==> src/include/cio_pkg.sv <==
// What this block does
// - Eight input data lines carry one eight-bit character, each line its own driver.
// - A short trigger pulse yields a 6 us pulse on the stretched strobe output.
// - Device drives an inverted primary strobe; wiring returns it as complement.
// - Read-discrete op samples hw bits 1-13, 14-18 and 25-30 into accumulator.
// - Hw bit one is the accumulator LSB, program bit thirty-one.
// - Eight output data lines carry eight-level or five-level code.
// - Alphanumeric flag high only in alphanumeric-5, alphanumeric-4 and decimal modes.
// - Octal flag high only in octal, alphanumeric-6 out and in modes.
// - Output-valid level high while valid data sits on the output lines.
// - Output-valid pulse of 1 to 2 us marks new output data.
// - Codes 3702, 3704, 3706 switch on discrete outputs one, two, three.
// - Remote error reset clears the error flag, resets and halts.
// - Output blanking forces all eight output data lines to zero.
// - Complement strobe false enters sampling; its return moves to processing.
// - Parity select grounded gives even output parity, open gives odd.
package cio_pkg;

	localparam int CLK_PERIOD_NS = 10;
	localparam int STRETCH_NS = 6000;
	localparam int STRETCH_CYC = (STRETCH_NS + CLK_PERIOD_NS - 1) / CLK_PERIOD_NS;
	localparam int VPULSE_MIN_NS = 1000;
	localparam int VPULSE_MAX_NS = 2000;
	localparam int VPULSE_CYC = (VPULSE_MIN_NS + CLK_PERIOD_NS - 1) / CLK_PERIOD_NS;

	////////////////////////////////////////////////////////////////////////
	// Register byte offsets
	localparam logic [7:0] CTRL_ADDR = 8'h00;
	localparam logic [7:0] OUT_ADDR = 8'h04;
	localparam logic [7:0] OP_ADDR = 8'h08;
	localparam logic [7:0] ACC_ADDR = 8'h0c;
	localparam logic [7:0] CHAR_ADDR = 8'h10;
	localparam logic [7:0] STAT_ADDR = 8'h14;

	// Control fields
	localparam int CTRL_MODE_LSB = 0;
	localparam int CTRL_PAR_BIT = 4;
	localparam int CTRL_PEER_BIT = 5;
	localparam int CTRL_OUT_CLR_BIT = 6;
	localparam int CTRL_RUN_BIT = 7;
	localparam int CTRL_ERR_SET_BIT = 8;

	// Status fields
	localparam int ST_HALT_BIT = 0;
	localparam int ST_ERR_BIT = 1;
	localparam int ST_CHAR_BIT = 2;
	localparam int ST_RECV_BIT = 3;
	localparam int ST_REFUSED_BIT = 4;
	localparam int ST_FB_BIT = 5;
	localparam int ST_PEER_OK_BIT = 6;
	localparam int ST_VALID_BIT = 7;
	localparam int ST_SECTOR_LSB = 16;
	localparam int ST_CHAN_LSB = 24;

	localparam logic HALT_RST = 1'b0;
	localparam logic [7:0] RECV_CHANNEL = 8'h00;
	localparam logic [7:0] RECV_SECTOR = 8'h07;

	// Operation codes, octal 3700/3702/3704/3706; read-discrete code arbitrary
	localparam logic [11:0] OP_DISC_CLR = 12'h7c0;
	localparam logic [11:0] OP_DISC_ONE = 12'h7c2;
	localparam logic [11:0] OP_DISC_TWO = 12'h7c4;
	localparam logic [11:0] OP_DISC_THREE = 12'h7c6;
	localparam logic [11:0] OP_READ_DISC = 12'h7d0;

	typedef enum logic [2:0] {
		MODE_NONE = 3'h0,
		MODE_AN5 = 3'h1,
		MODE_AN4 = 3'h2,
		MODE_DEC = 3'h3,
		MODE_OCT = 3'h4,
		MODE_AN6_OUT = 3'h5,
		MODE_AN6_IN = 3'h6
	} cio_mode_type;

	typedef enum logic [3:0] {
		IN_IDLE = 4'h1,
		IN_SAMPLE = 4'h2,
		IN_PROC = 4'h4,
		IN_WAIT = 4'h8
	} cio_in_state_type;

	typedef struct packed {
		logic [7:0] in_data;
		logic primary_input_strobe;
		logic complement_input_strobe;
		logic input_feedback;
		logic stretcher_trigger_in;
		logic [4:0] disc_lo;
		logic [5:0] disc_hi;
		logic peer_transfer_enable;
		logic remote_error_reset;
		logic remote_receive_start;
		logic output_blanking;
		logic output_parity_select;
	} cio_pin_in_type;

	typedef struct packed {
		logic [7:0] out_data;
		logic alphanumeric_mode_flag;
		logic octal_mode_flag;
		logic output_valid_level;
		logic output_valid_pulse;
		logic discrete_out_one;
		logic discrete_out_two;
		logic discrete_out_three;
		logic inverted_strobe_out;
		logic stretched_strobe_out;
	} cio_pin_out_type;

endpackage

==> src/verilog/cio_port.sv <==
// Our own choices: the APB register port and the address map.
`timescale 1ns/1ps
`default_nettype none

module cio_port
(
	input wire logic sys_clk, // System clock
	input wire logic rst, // Async reset, high
	input wire logic [7:0] paddr, // APB address
	input wire logic psel, // APB select
	input wire logic penable, // APB enable
	input wire logic pwrite, // APB direction
	input wire logic [31:0] pwdata, // APB write data
	output logic [31:0] prdata, // APB read data
	output logic pready, // APB ready
	output logic pslverr, // APB error
	input wire logic [12:0] input_matrix, // Hw bits 1-13, internal
	input wire cio_pkg::cio_pin_in_type pin_in, // Connector inputs
	output cio_pkg::cio_pin_out_type pin_out // Connector outputs
);

	cio_pkg::cio_pin_in_type pin_s;

	cio_sync #(.W($bits(cio_pkg::cio_pin_in_type))) u_sync
	(
		.sys_clk(sys_clk),
		.rst(rst),
		.d(pin_in),
		.q(pin_s)
	);

	////////////////////////////////////////////////////////////////////////
	// APB slave: answer in the second access cycle

	logic apb_acc;
	logic wr_fire;
	logic rd_fire;
	logic [31:0] rd_val;
	logic rd_ok;
	logic [31:0] prdata_next;
	logic pready_next;
	logic pslverr_next;

	assign apb_acc = psel & penable;
	assign wr_fire = apb_acc & pready & pwrite;
	assign rd_fire = apb_acc & pready & ~pwrite;

	// Core state
	cio_pkg::cio_mode_type mode_reg, mode_next;
	logic par_en_reg, par_en_next;
	logic peer_reg, peer_next;
	logic halt_reg, halt_next;
	logic err_reg, err_next;
	logic recv_reg, recv_next;
	logic refused_reg, refused_next;
	logic [31:0] acc_reg, acc_next;
	logic [7:0] out_raw_reg, out_raw_next;
	logic valid_reg, valid_next;
	logic [7:0] vcnt_reg, vcnt_next;
	logic [2:0] disc_reg, disc_next;
	logic [9:0] scnt_reg, scnt_next;
	logic trig_prev_reg;
	logic err_pin_prev_reg;
	logic rcv_pin_prev_reg;

	// Input character path
	cio_pkg::cio_in_state_type in_state_reg, in_state_next;
	logic [7:0] cap_reg, cap_next;
	logic [7:0] char_reg, char_next;
	logic char_flag_reg, char_flag_next;

	logic peer_ok;
	logic err_pin_rise;
	logic rcv_pin_rise;
	logic out_blocked;

	assign peer_ok = pin_s.peer_transfer_enable;
	assign err_pin_rise = pin_s.remote_error_reset & ~err_pin_prev_reg;
	assign rcv_pin_rise = pin_s.remote_receive_start & ~rcv_pin_prev_reg;
	assign out_blocked = halt_reg | (peer_reg & ~peer_ok);

	always_comb
	begin
		rd_val = 32'h0;
		rd_ok = 1'b1;
		case (paddr)
			cio_pkg::CTRL_ADDR:
			begin
				rd_val[cio_pkg::CTRL_MODE_LSB +: 3] = mode_reg;
				rd_val[cio_pkg::CTRL_PAR_BIT] = par_en_reg;
				rd_val[cio_pkg::CTRL_PEER_BIT] = peer_reg;
			end
			cio_pkg::OUT_ADDR: rd_val[7:0] = out_raw_reg;
			cio_pkg::OP_ADDR: rd_val[2:0] = disc_reg;
			cio_pkg::ACC_ADDR: rd_val = acc_reg;
			cio_pkg::CHAR_ADDR: rd_val[7:0] = char_reg;
			cio_pkg::STAT_ADDR:
			begin
				rd_val[cio_pkg::ST_HALT_BIT] = halt_reg;
				rd_val[cio_pkg::ST_ERR_BIT] = err_reg;
				rd_val[cio_pkg::ST_CHAR_BIT] = char_flag_reg;
				rd_val[cio_pkg::ST_RECV_BIT] = recv_reg;
				rd_val[cio_pkg::ST_REFUSED_BIT] = refused_reg;
				rd_val[cio_pkg::ST_FB_BIT] = pin_s.input_feedback;
				rd_val[cio_pkg::ST_PEER_OK_BIT] = peer_ok;
				rd_val[cio_pkg::ST_VALID_BIT] = valid_reg;
				rd_val[cio_pkg::ST_SECTOR_LSB +: 8] = cio_pkg::RECV_SECTOR;
				rd_val[cio_pkg::ST_CHAN_LSB +: 8] = cio_pkg::RECV_CHANNEL;
			end
			default: rd_ok = 1'b0;
		endcase
		pready_next = apb_acc & ~pready;
		prdata_next = prdata;
		pslverr_next = 1'b0;
		if (apb_acc & ~pready)
		begin
			prdata_next = pwrite ? 32'h0 : rd_val;
			pslverr_next = ~rd_ok;
		end
	end

	always_ff @(posedge sys_clk or posedge rst)
	begin
		if (rst)
		begin
			prdata <= 32'h0;
			pready <= 1'b0;
			pslverr <= 1'b0;
		end
		else
		begin
			prdata <= prdata_next;
			pready <= pready_next;
			pslverr <= pslverr_next;
		end
	end

	////////////////////////////////////////////////////////////////////////
	// Input strobe sequencer

	always_comb
	begin
		in_state_next = in_state_reg;
		cap_next = cap_reg;
		char_next = char_reg;
		char_flag_next = char_flag_reg;
		// Reading the character clears its flag; a new one wins
		if (rd_fire && paddr == cio_pkg::CHAR_ADDR)
			char_flag_next = 1'b0;
		case (in_state_reg)
			cio_pkg::IN_IDLE:
			begin
				if (!pin_s.complement_input_strobe)
					in_state_next = cio_pkg::IN_SAMPLE;
			end
			cio_pkg::IN_SAMPLE:
			begin
				cap_next = pin_s.in_data;
				if (pin_s.complement_input_strobe)
					in_state_next = cio_pkg::IN_PROC;
			end
			cio_pkg::IN_PROC:
			begin
				char_next = cap_reg;
				char_flag_next = 1'b1;
				in_state_next = cio_pkg::IN_WAIT;
			end
			cio_pkg::IN_WAIT:
			begin
				// Held strobe must end before the next character
				if (pin_s.complement_input_strobe &&
					!pin_s.primary_input_strobe)
					in_state_next = cio_pkg::IN_IDLE;
			end
			default: in_state_next = cio_pkg::IN_WAIT;
		endcase
		if (err_pin_rise)
		begin
			char_flag_next = 1'b0;
			in_state_next = cio_pkg::IN_WAIT;
		end
	end

	always_ff @(posedge sys_clk or posedge rst)
	begin
		if (rst)
		begin
			// Starting in wait avoids a false character from reset levels
			in_state_reg <= cio_pkg::IN_WAIT;
			cap_reg <= 8'h00;
			char_reg <= 8'h00;
			char_flag_reg <= 1'b0;
		end
		else
		begin
			in_state_reg <= in_state_next;
			cap_reg <= cap_next;
			char_reg <= char_next;
			char_flag_reg <= char_flag_next;
		end
	end

	////////////////////////////////////////////////////////////////////////
	// Control, output and discrete logic

	logic [7:0] out_drive;
	logic par_bit;
	cio_pkg::cio_pin_out_type pin_out_next;

	always_comb
	begin
		mode_next = mode_reg;
		par_en_next = par_en_reg;
		peer_next = peer_reg;
		halt_next = halt_reg;
		err_next = err_reg;
		recv_next = recv_reg;
		refused_next = refused_reg;
		acc_next = acc_reg;
		out_raw_next = out_raw_reg;
		valid_next = valid_reg;
		vcnt_next = (vcnt_reg != 8'h00) ? vcnt_reg - 8'h01 : 8'h00;
		disc_next = disc_reg;
		scnt_next = (scnt_reg != 10'h000) ? scnt_reg - 10'h001 : 10'h000;
		if (pin_s.stretcher_trigger_in && !trig_prev_reg &&
			scnt_reg == 10'h000)
			scnt_next = 10'(cio_pkg::STRETCH_CYC);
		if (wr_fire)
		begin
			case (paddr)
				cio_pkg::CTRL_ADDR:
				begin
					mode_next = cio_pkg::cio_mode_type'(
						pwdata[cio_pkg::CTRL_MODE_LSB +: 3]);
					par_en_next = pwdata[cio_pkg::CTRL_PAR_BIT];
					peer_next = pwdata[cio_pkg::CTRL_PEER_BIT];
					if (pwdata[cio_pkg::CTRL_OUT_CLR_BIT])
						valid_next = 1'b0;
					if (pwdata[cio_pkg::CTRL_RUN_BIT])
						halt_next = 1'b0;
					if (pwdata[cio_pkg::CTRL_ERR_SET_BIT])
						err_next = 1'b1;
				end
				cio_pkg::OUT_ADDR:
				begin
					if (out_blocked)
						refused_next = 1'b1;
					else
					begin
						out_raw_next = pwdata[7:0];
						valid_next = 1'b1;
						vcnt_next = 8'(cio_pkg::VPULSE_CYC);
					end
				end
				cio_pkg::OP_ADDR:
				begin
					if (halt_reg)
						refused_next = 1'b1;
					else
					begin
						case (pwdata[11:0])
							cio_pkg::OP_DISC_CLR: disc_next = 3'h0;
							cio_pkg::OP_DISC_ONE: disc_next = 3'h1;
							cio_pkg::OP_DISC_TWO: disc_next = 3'h2;
							cio_pkg::OP_DISC_THREE: disc_next = 3'h4;
							cio_pkg::OP_READ_DISC: acc_next = {2'h0,
								pin_s.disc_hi, 6'h00, pin_s.disc_lo,
								input_matrix};
							default: refused_next = 1'b1;
						endcase
					end
				end
				cio_pkg::STAT_ADDR:
				begin
					if (pwdata[cio_pkg::ST_RECV_BIT])
						recv_next = 1'b0;
					if (pwdata[cio_pkg::ST_REFUSED_BIT])
						refused_next = 1'b0;
				end
				default: ;
			endcase
		end
		// Hardware events after software so a pin event beats a register write
		if (wr_fire && paddr == cio_pkg::OUT_ADDR && out_blocked)
			refused_next = 1'b1;
		if (rcv_pin_rise && halt_reg)
		begin
			halt_next = 1'b0;
			recv_next = 1'b1;
		end
		if (err_pin_rise)
		begin
			err_next = 1'b0;
			halt_next = 1'b1;
			recv_next = 1'b0;
			mode_next = cio_pkg::MODE_NONE;
			valid_next = 1'b0;
			vcnt_next = 8'h00;
			disc_next = 3'h0;
		end
	end

	assign par_bit = (^out_raw_reg[6:0]) ^ pin_s.output_parity_select;

	always_comb
	begin
		out_drive = par_en_reg ? {par_bit, out_raw_reg[6:0]} : out_raw_reg;
		if (pin_s.output_blanking)
			out_drive = 8'h00;
		pin_out_next.out_data = out_drive;
		pin_out_next.alphanumeric_mode_flag = 1'b0;
		pin_out_next.octal_mode_flag = 1'b0;
		case (mode_reg)
			cio_pkg::MODE_AN5, cio_pkg::MODE_AN4, cio_pkg::MODE_DEC:
				pin_out_next.alphanumeric_mode_flag = 1'b1;
			cio_pkg::MODE_OCT, cio_pkg::MODE_AN6_OUT, cio_pkg::MODE_AN6_IN:
				pin_out_next.octal_mode_flag = 1'b1;
			default: ;
		endcase
		pin_out_next.output_valid_level = valid_reg;
		pin_out_next.output_valid_pulse = (vcnt_reg != 8'h00);
		pin_out_next.discrete_out_one = disc_reg[0];
		pin_out_next.discrete_out_two = disc_reg[1];
		pin_out_next.discrete_out_three = disc_reg[2];
		pin_out_next.inverted_strobe_out = ~pin_s.primary_input_strobe;
		pin_out_next.stretched_strobe_out = (scnt_reg != 10'h000);
	end

	always_ff @(posedge sys_clk or posedge rst)
	begin
		if (rst)
		begin
			mode_reg <= cio_pkg::MODE_NONE;
			par_en_reg <= 1'b0;
			peer_reg <= 1'b0;
			halt_reg <= cio_pkg::HALT_RST;
			err_reg <= 1'b0;
			recv_reg <= 1'b0;
			refused_reg <= 1'b0;
			acc_reg <= 32'h0;
			out_raw_reg <= 8'h00;
			valid_reg <= 1'b0;
			vcnt_reg <= 8'h00;
			disc_reg <= 3'h0;
			scnt_reg <= 10'h000;
			trig_prev_reg <= 1'b0;
			err_pin_prev_reg <= 1'b0;
			rcv_pin_prev_reg <= 1'b0;
			pin_out <= '0;
		end
		else
		begin
			mode_reg <= mode_next;
			par_en_reg <= par_en_next;
			peer_reg <= peer_next;
			halt_reg <= halt_next;
			err_reg <= err_next;
			recv_reg <= recv_next;
			refused_reg <= refused_next;
			acc_reg <= acc_next;
			out_raw_reg <= out_raw_next;
			valid_reg <= valid_next;
			vcnt_reg <= vcnt_next;
			disc_reg <= disc_next;
			scnt_reg <= scnt_next;
			trig_prev_reg <= pin_s.stretcher_trigger_in;
			err_pin_prev_reg <= pin_s.remote_error_reset;
			rcv_pin_prev_reg <= pin_s.remote_receive_start;
			pin_out <= pin_out_next;
		end
	end

endmodule
`default_nettype wire

==> src/verilog/cio_sync.sv <==
`timescale 1ns/1ps
`default_nettype none

module cio_sync
#(
	parameter int W = 8
)
(
	input wire logic sys_clk, // System clock
	input wire logic rst, // Async reset, high
	input wire logic [W-1:0] d, // Raw pin levels
	output logic [W-1:0] q // Settled levels
);

	logic [W-1:0] s1_reg;
	logic [W-1:0] s2_reg;
	logic [W-1:0] s3_reg;
	logic [W-1:0] q_next;

	// A bit moves only once the second and third stages agree
	always_comb
	begin
		q_next = (s2_reg & s3_reg) | (q & (s2_reg | s3_reg));
	end

	always_ff @(posedge sys_clk or posedge rst)
	begin
		if (rst)
		begin
			s1_reg <= '0;
			s2_reg <= '0;
			s3_reg <= '0;
			q <= '0;
		end
		else
		begin
			s1_reg <= d;
			s2_reg <= s1_reg;
			s3_reg <= s2_reg;
			q <= q_next;
		end
	end

endmodule
`default_nettype wire
==> config.mk <==
export PLATFORM = sky130hd
export DESIGN_NAME = cio_port
export DESIGN_NICKNAME = d
export VERILOG_FILES = /design/src/include/cio_pkg.sv /design/src/verilog/cio_port.sv /design/src/verilog/cio_sync.sv
export SDC_FILE = /design/constraint.sdc
export NUM_CORES = 1
export LEC_CHECK = 0
export BUFFER_PORTS_ARGS = -buffer_cell sky130_fd_sc_hd__buf_4
export CAP_MARGIN = 30
export CORE_MARGIN = 2
export CORE_UTILIZATION = 35
export CTS_BUF_LIST = sky130_fd_sc_hd__clkbuf_8
export DETAILED_ROUTE_END_ITERATION = 16
export SYNTH_ARGS = -nofsm -noshare
export SYNTH_HDL_FRONTEND = slang
export SYNTH_HIERARCHICAL = 1
export SYNTH_SLANG_ARGS = --single-unit
==> constraint.sdc <==
create_clock -name sys_clk -period 8 [get_ports sys_clk]
set_input_delay 1.6 -clock sys_clk [delete_from_list [all_inputs] [get_ports sys_clk]]
set_output_delay 1.6 -clock sys_clk [all_outputs]
set_load 0.02 [all_outputs]
Yosys cells after proc, flatten, opt, wreduce, memory -nomap -nowiden
Index checks and enable logic that the tools add are counted.
Word-level totals
  flip-flop bits (word level): 250
  input port bits: 86
  output and inout bits: 51
Operators by class
  add/subtract/negate cells: 2
  eq/ne operators: 29
  mux-type cells: 62
  bitwise operators: 23
  reductions and logical operators: 43
Operator list (count)
  2-to-1 mux 8 bit: 8
  == test 12 x 11 -> 1 bit (second input constant): 5
  bitwise AND 28 bit: 2
  bitwise OR 28 bit: 2
  2-to-1 mux 32 bit: 1
  2-to-1 mux 1 bit: 31
  case mux 14 bit (2 select lines): 1
  2-to-1 mux 3 bit: 7
  nonzero test 3 bit: 7
  2-to-1 mux 10 bit: 2
  case mux 3 bit (6 select lines): 1
  == test 8 x 4 -> 1 bit (second input constant): 2
  == test 8 x 5 -> 1 bit (second input constant): 2
  2-to-1 mux 4 bit: 4
  != test 3 bit (second input constant): 5
  AND reduction 3 bit: 5
  case mux 3 bit (4 select lines): 1
  case mux 4 bit (3 select lines): 1
  AND reduction 4 bit: 3
  logical NOT 10 bit: 1
  case mux 2 bit (5 select lines): 1
  nonzero test 10 bit: 1
  nonzero test 2 bit: 5
  subtractor 10 x 1 -> 10 bit (second input constant): 1
  other kinds (32): 60

Longest topological paths before layout
  word-level depth: 7
  mapped depth: 7

Cells and area by module
The synthesis kept the hierarchy.
By module, submodules not included
  cio_port: instances 1, cells each 457, area an instance 5688.0 µm²
  cio_sync: instances 1, cells each 141, area an instance 3121.7 µm²

Worst setup path after synthesis
Ideal clock, no wire load.
  path type: input to register
  start point: in paddr[2]
  end point: reg disc_reg[0]
  setup time: 0.078 ns
  arrival time: 3.254 ns
  required time: 7.922 ns
  slack: 4.668 ns
  stages on the path: 5
  path through: buf_4 or3b_4 or4_4 or4_1 a21oi_1
Between the ends
  cells in the longest elaborated chain, start to end: 3
Ends and longest elaborated chain
  start, declared: line cio_port.sv:9  | input wire logic [7:0] paddr,
  == test 8 x 4 -> 1 bit: line cio_port.sv:230  | case (paddr)
  nonzero test 2 bit (no source line)
  AND reduction 4 bit (no source line)
  end signal, assigned: line cio_port.sv:364  | disc_reg <= disc_next;
  end, declared: line cio_port.sv:60  | logic [2:0] disc_reg, disc_next;
No other way between the ends.
A chain may end at the register's enable or synchronous reset.

Final worst setup path
  start point: in paddr[5]
  end point: reg vcnt_reg[4]
Between the ends
  cells in the longest elaborated chain, start to end: 4
Ends and longest elaborated chain
  == test 8 x 3 -> 1 bit: line cio_port.sv:230
  2-to-1 mux 8 bit: line cio_port.sv:230
  2-to-1 mux 8 bit: line cio_port.sv:228  | if (wr_fire)
  2-to-1 mux 8 bit: line cio_port.sv:291  | if (err_pin_rise)
  named net vcnt_next[4]: line cio_port.sv:59  | logic [7:0] vcnt_reg, vcnt_next;
  end signal, assigned: line cio_port.sv:363  | vcnt_reg <= vcnt_next;
  end, declared: line cio_port.sv:59
The timed path passes the listed nets, and every way through them passes these cells.

==> results.yml <==
cts:
  cts_tree: "done"
  cts_hold_buf: 0
  cts_resized: 0
  cts_buffer_depth: 3
  cts_root_buf: "clkbuf_8"
  clkSlewWorstSetupHoldPaths_ns: 0.06
  cts_setup_buffers: 0
  cts_buffers: 41
  insertion_delay_ns: 0.55
  htreeDepth: 2
  cts_sinks: 243
worst_setup_path:
  reg2reg_setup_slack_ns: 5.78
  cpMaxStageDelayCell: "o21ai_0"
  max_stage_delay_ns: 0.67
  required_ns: 8.40
  critical_path.max_fanout: 10
  worstPathBufferInverterCount: 1
  reg2reg_depth: 5
  cp.arrival_ns: 3.59
  critPathKind: "primary input to flop"
  critical-path-top-delay-family: "simple AND/OR/NAND/NOR gates"
  path_cells: "buf_4, nor3_1, nand3_1, o21ai_0, nor2_1"
  r2r-start: "pready"
  cp-start-kind: "primary input"
  endpoint_kind: "flop"
  reg2reg_to: "prdata[7]"
detailed_routing:
  drt-pass1-iter-count: 4
  routed_via_density: 4.64
  vias: 5073
  drc_errors: 0
  ant_nets: 0
  drtIter0Drc: 230
  routed_wl_mm: 17.9
  wl_per_cell_um: 16.3
finish:
  n_antenna_cell: 0
  final_nets: 825
  n_fill_cell: 2329
  drive_gt1_share_pct: 32.9
  fin_util_pct: 43.5
  area_growth_pct: 23.3
placed_design:
  place_ws_ns: 4.24
  port_buffers: 109
  place_congestion: 0.770
  place_hpwl_mm: 11.7
yosys:
  synth_area_leaders: "dfrtp_1 (69%), mux2_2 (4.1%), maj3_2 (3.6%)"
  ys_ff_latch: 243
  netlist_area_mm2: 0.00881
  async_reset_ff_share_pct: 100
  synth_top_cells_by_count: "dfrtp_1 (242), mux2_2 (32), maj3_2 (28)"
  yosysTopAreaCellShare_pct: 68.7
  ys_warn_count: 6
  synth_top_cell_by_area: "dfrtp_1"
  synth_most_common_cell: "dfrtp_1"
  ys_types: 66
  avgSynthCellArea_um2: 14.7
  synth_edf_count: 0
  synth_ff_type: "dfrtp_1"
  seq_area_frac_synth_pct: 69.0
  syn-instance-count: 598
timing:
  setup_viol: 0
  setup_ws_ns: 4.81
  setup-tns-final_ns: 0
  fin_crit_ns: 3.19
  hold_viol: 0
  tightest_slew_ns: 0.925
  rsz0062_at_grt: "false"
  finalCritPeriodShare_pct: 39.9
  relSlewSlack_pct: 38.2
  fmax_mhz: 313
  skew_ns: 0.0224
  drv_slew: 0
global_route:
  grt_usage_pct: 14.0
  grt_pass1_vias: 5318
  grt_max_degree: 68
  antenna_found_initial: 0
  grt_first_pass_wirelength_mm: 28.8
  overflow: 0
run_status:
  status: "complete, no violations"
floorplanning:
  die-area_mm2: 0.0265
  rows: 58
  initial_core_util_pct: 35.3
  die_w_um: 163
  die_h_um: 163
  io_pins: 137
  core-area_mm2: 0.0250
hold_path:
  hp-class: "flop to flop"
  worstHoldEndpoint: "u_sync/s2_reg[22]"
  min_from: "u_sync/s1_reg[22]"
  hold_depth: 0
power:
  power_density_mw_per_mm2: 258
  peakVddDrop_mv: 0.118
  leakagePower_uw: 0.00519
flow_run:
  cap_viol_max_count: 0
per-layer routing:
layer / up-vias / wire [um] / track usage, %
met5: - / 0 / 0
met2: 123 / 8270 / 22.1
met3: 42 / 930 / 3.49
met1: 2523 / 8200 / 18.8
li1: 2385 / - / -
met4: 0 / 488 / 5.27
placed cells by master (no fill, tap or decap), types with 8 or more instances in the layout:
master / n
dfrtp_1: 242
buf_4: 115
clkbuf_8: 55
mux2_2: 32
maj3_2: 28
nor2_1: 26
nand2_1: 26
inv_1: 25
mux2_1: 20
a22o_1: 17
o21ai_0: 16
nor2b_1: 13
a21oi_1: 12
xnor2_1: 12
nor3_1: 9
mux2i_1: 8
area by class of cell:
cell class	count	area [um2]	share of cell area, %
tap	330	413	3.80
clock inverter	15	124	1.14
multi-input combinational	318	2550	23.5
sequential	243	6080	56.0
timing repair buffer	115	863	7.94
inverter	18	72.6	0.668
clock buffer	55	757	6.97
power breakdown:
group          total [uW]  leakage [uW]  internal [uW]  switching (uW)
Clock                1160      0.000485            677             485
Sequential           1380       0.00308           1320            63.6
Combinational         252       0.00162            118             133
Total                2800       0.00519           2120             682
stage by stage:
stage                     hold slack, ns  std cells  power (uW)  cell area [um2]
final                              0.343       1094        2800            10900
after global routing               0.350       1094        2950            10900
after CTS                          0.344       1094        2850            10900
after detailed placement           0.335       1024        1660             9990
after global placement             0.331       1024        1650             9990
after floorplan                    0.331        604        1580             8830
cell families after synthesis:
logic type / Yosys count / synth area share (%)
mux: 65 / 8.96
simple gates: 125 / 8.18
xor+xnor: 18 / 1.79
other cells: 1 / 0.0426
flops: 243 / 69.0
compound gates: 73 / 5.91
fa+ha+maj: 30 / 3.86
buf+inv: 43 / 2.22
worst max path at each step:
stage,cells past startpoint,to,from
2_1_floorplan,1,acc_reg[0],rst
3_3_place_gp,5,vcnt_reg[7],paddr[5]
3_5_place_dp,5,vcnt_reg[3],paddr[5]
4_1_cts,5,vcnt_reg[3],paddr[5]
5_1_grt,5,vcnt_reg[4],paddr[5]
6_report,5,vcnt_reg[4],paddr[5]
Power figures use the tool's default switching activity.
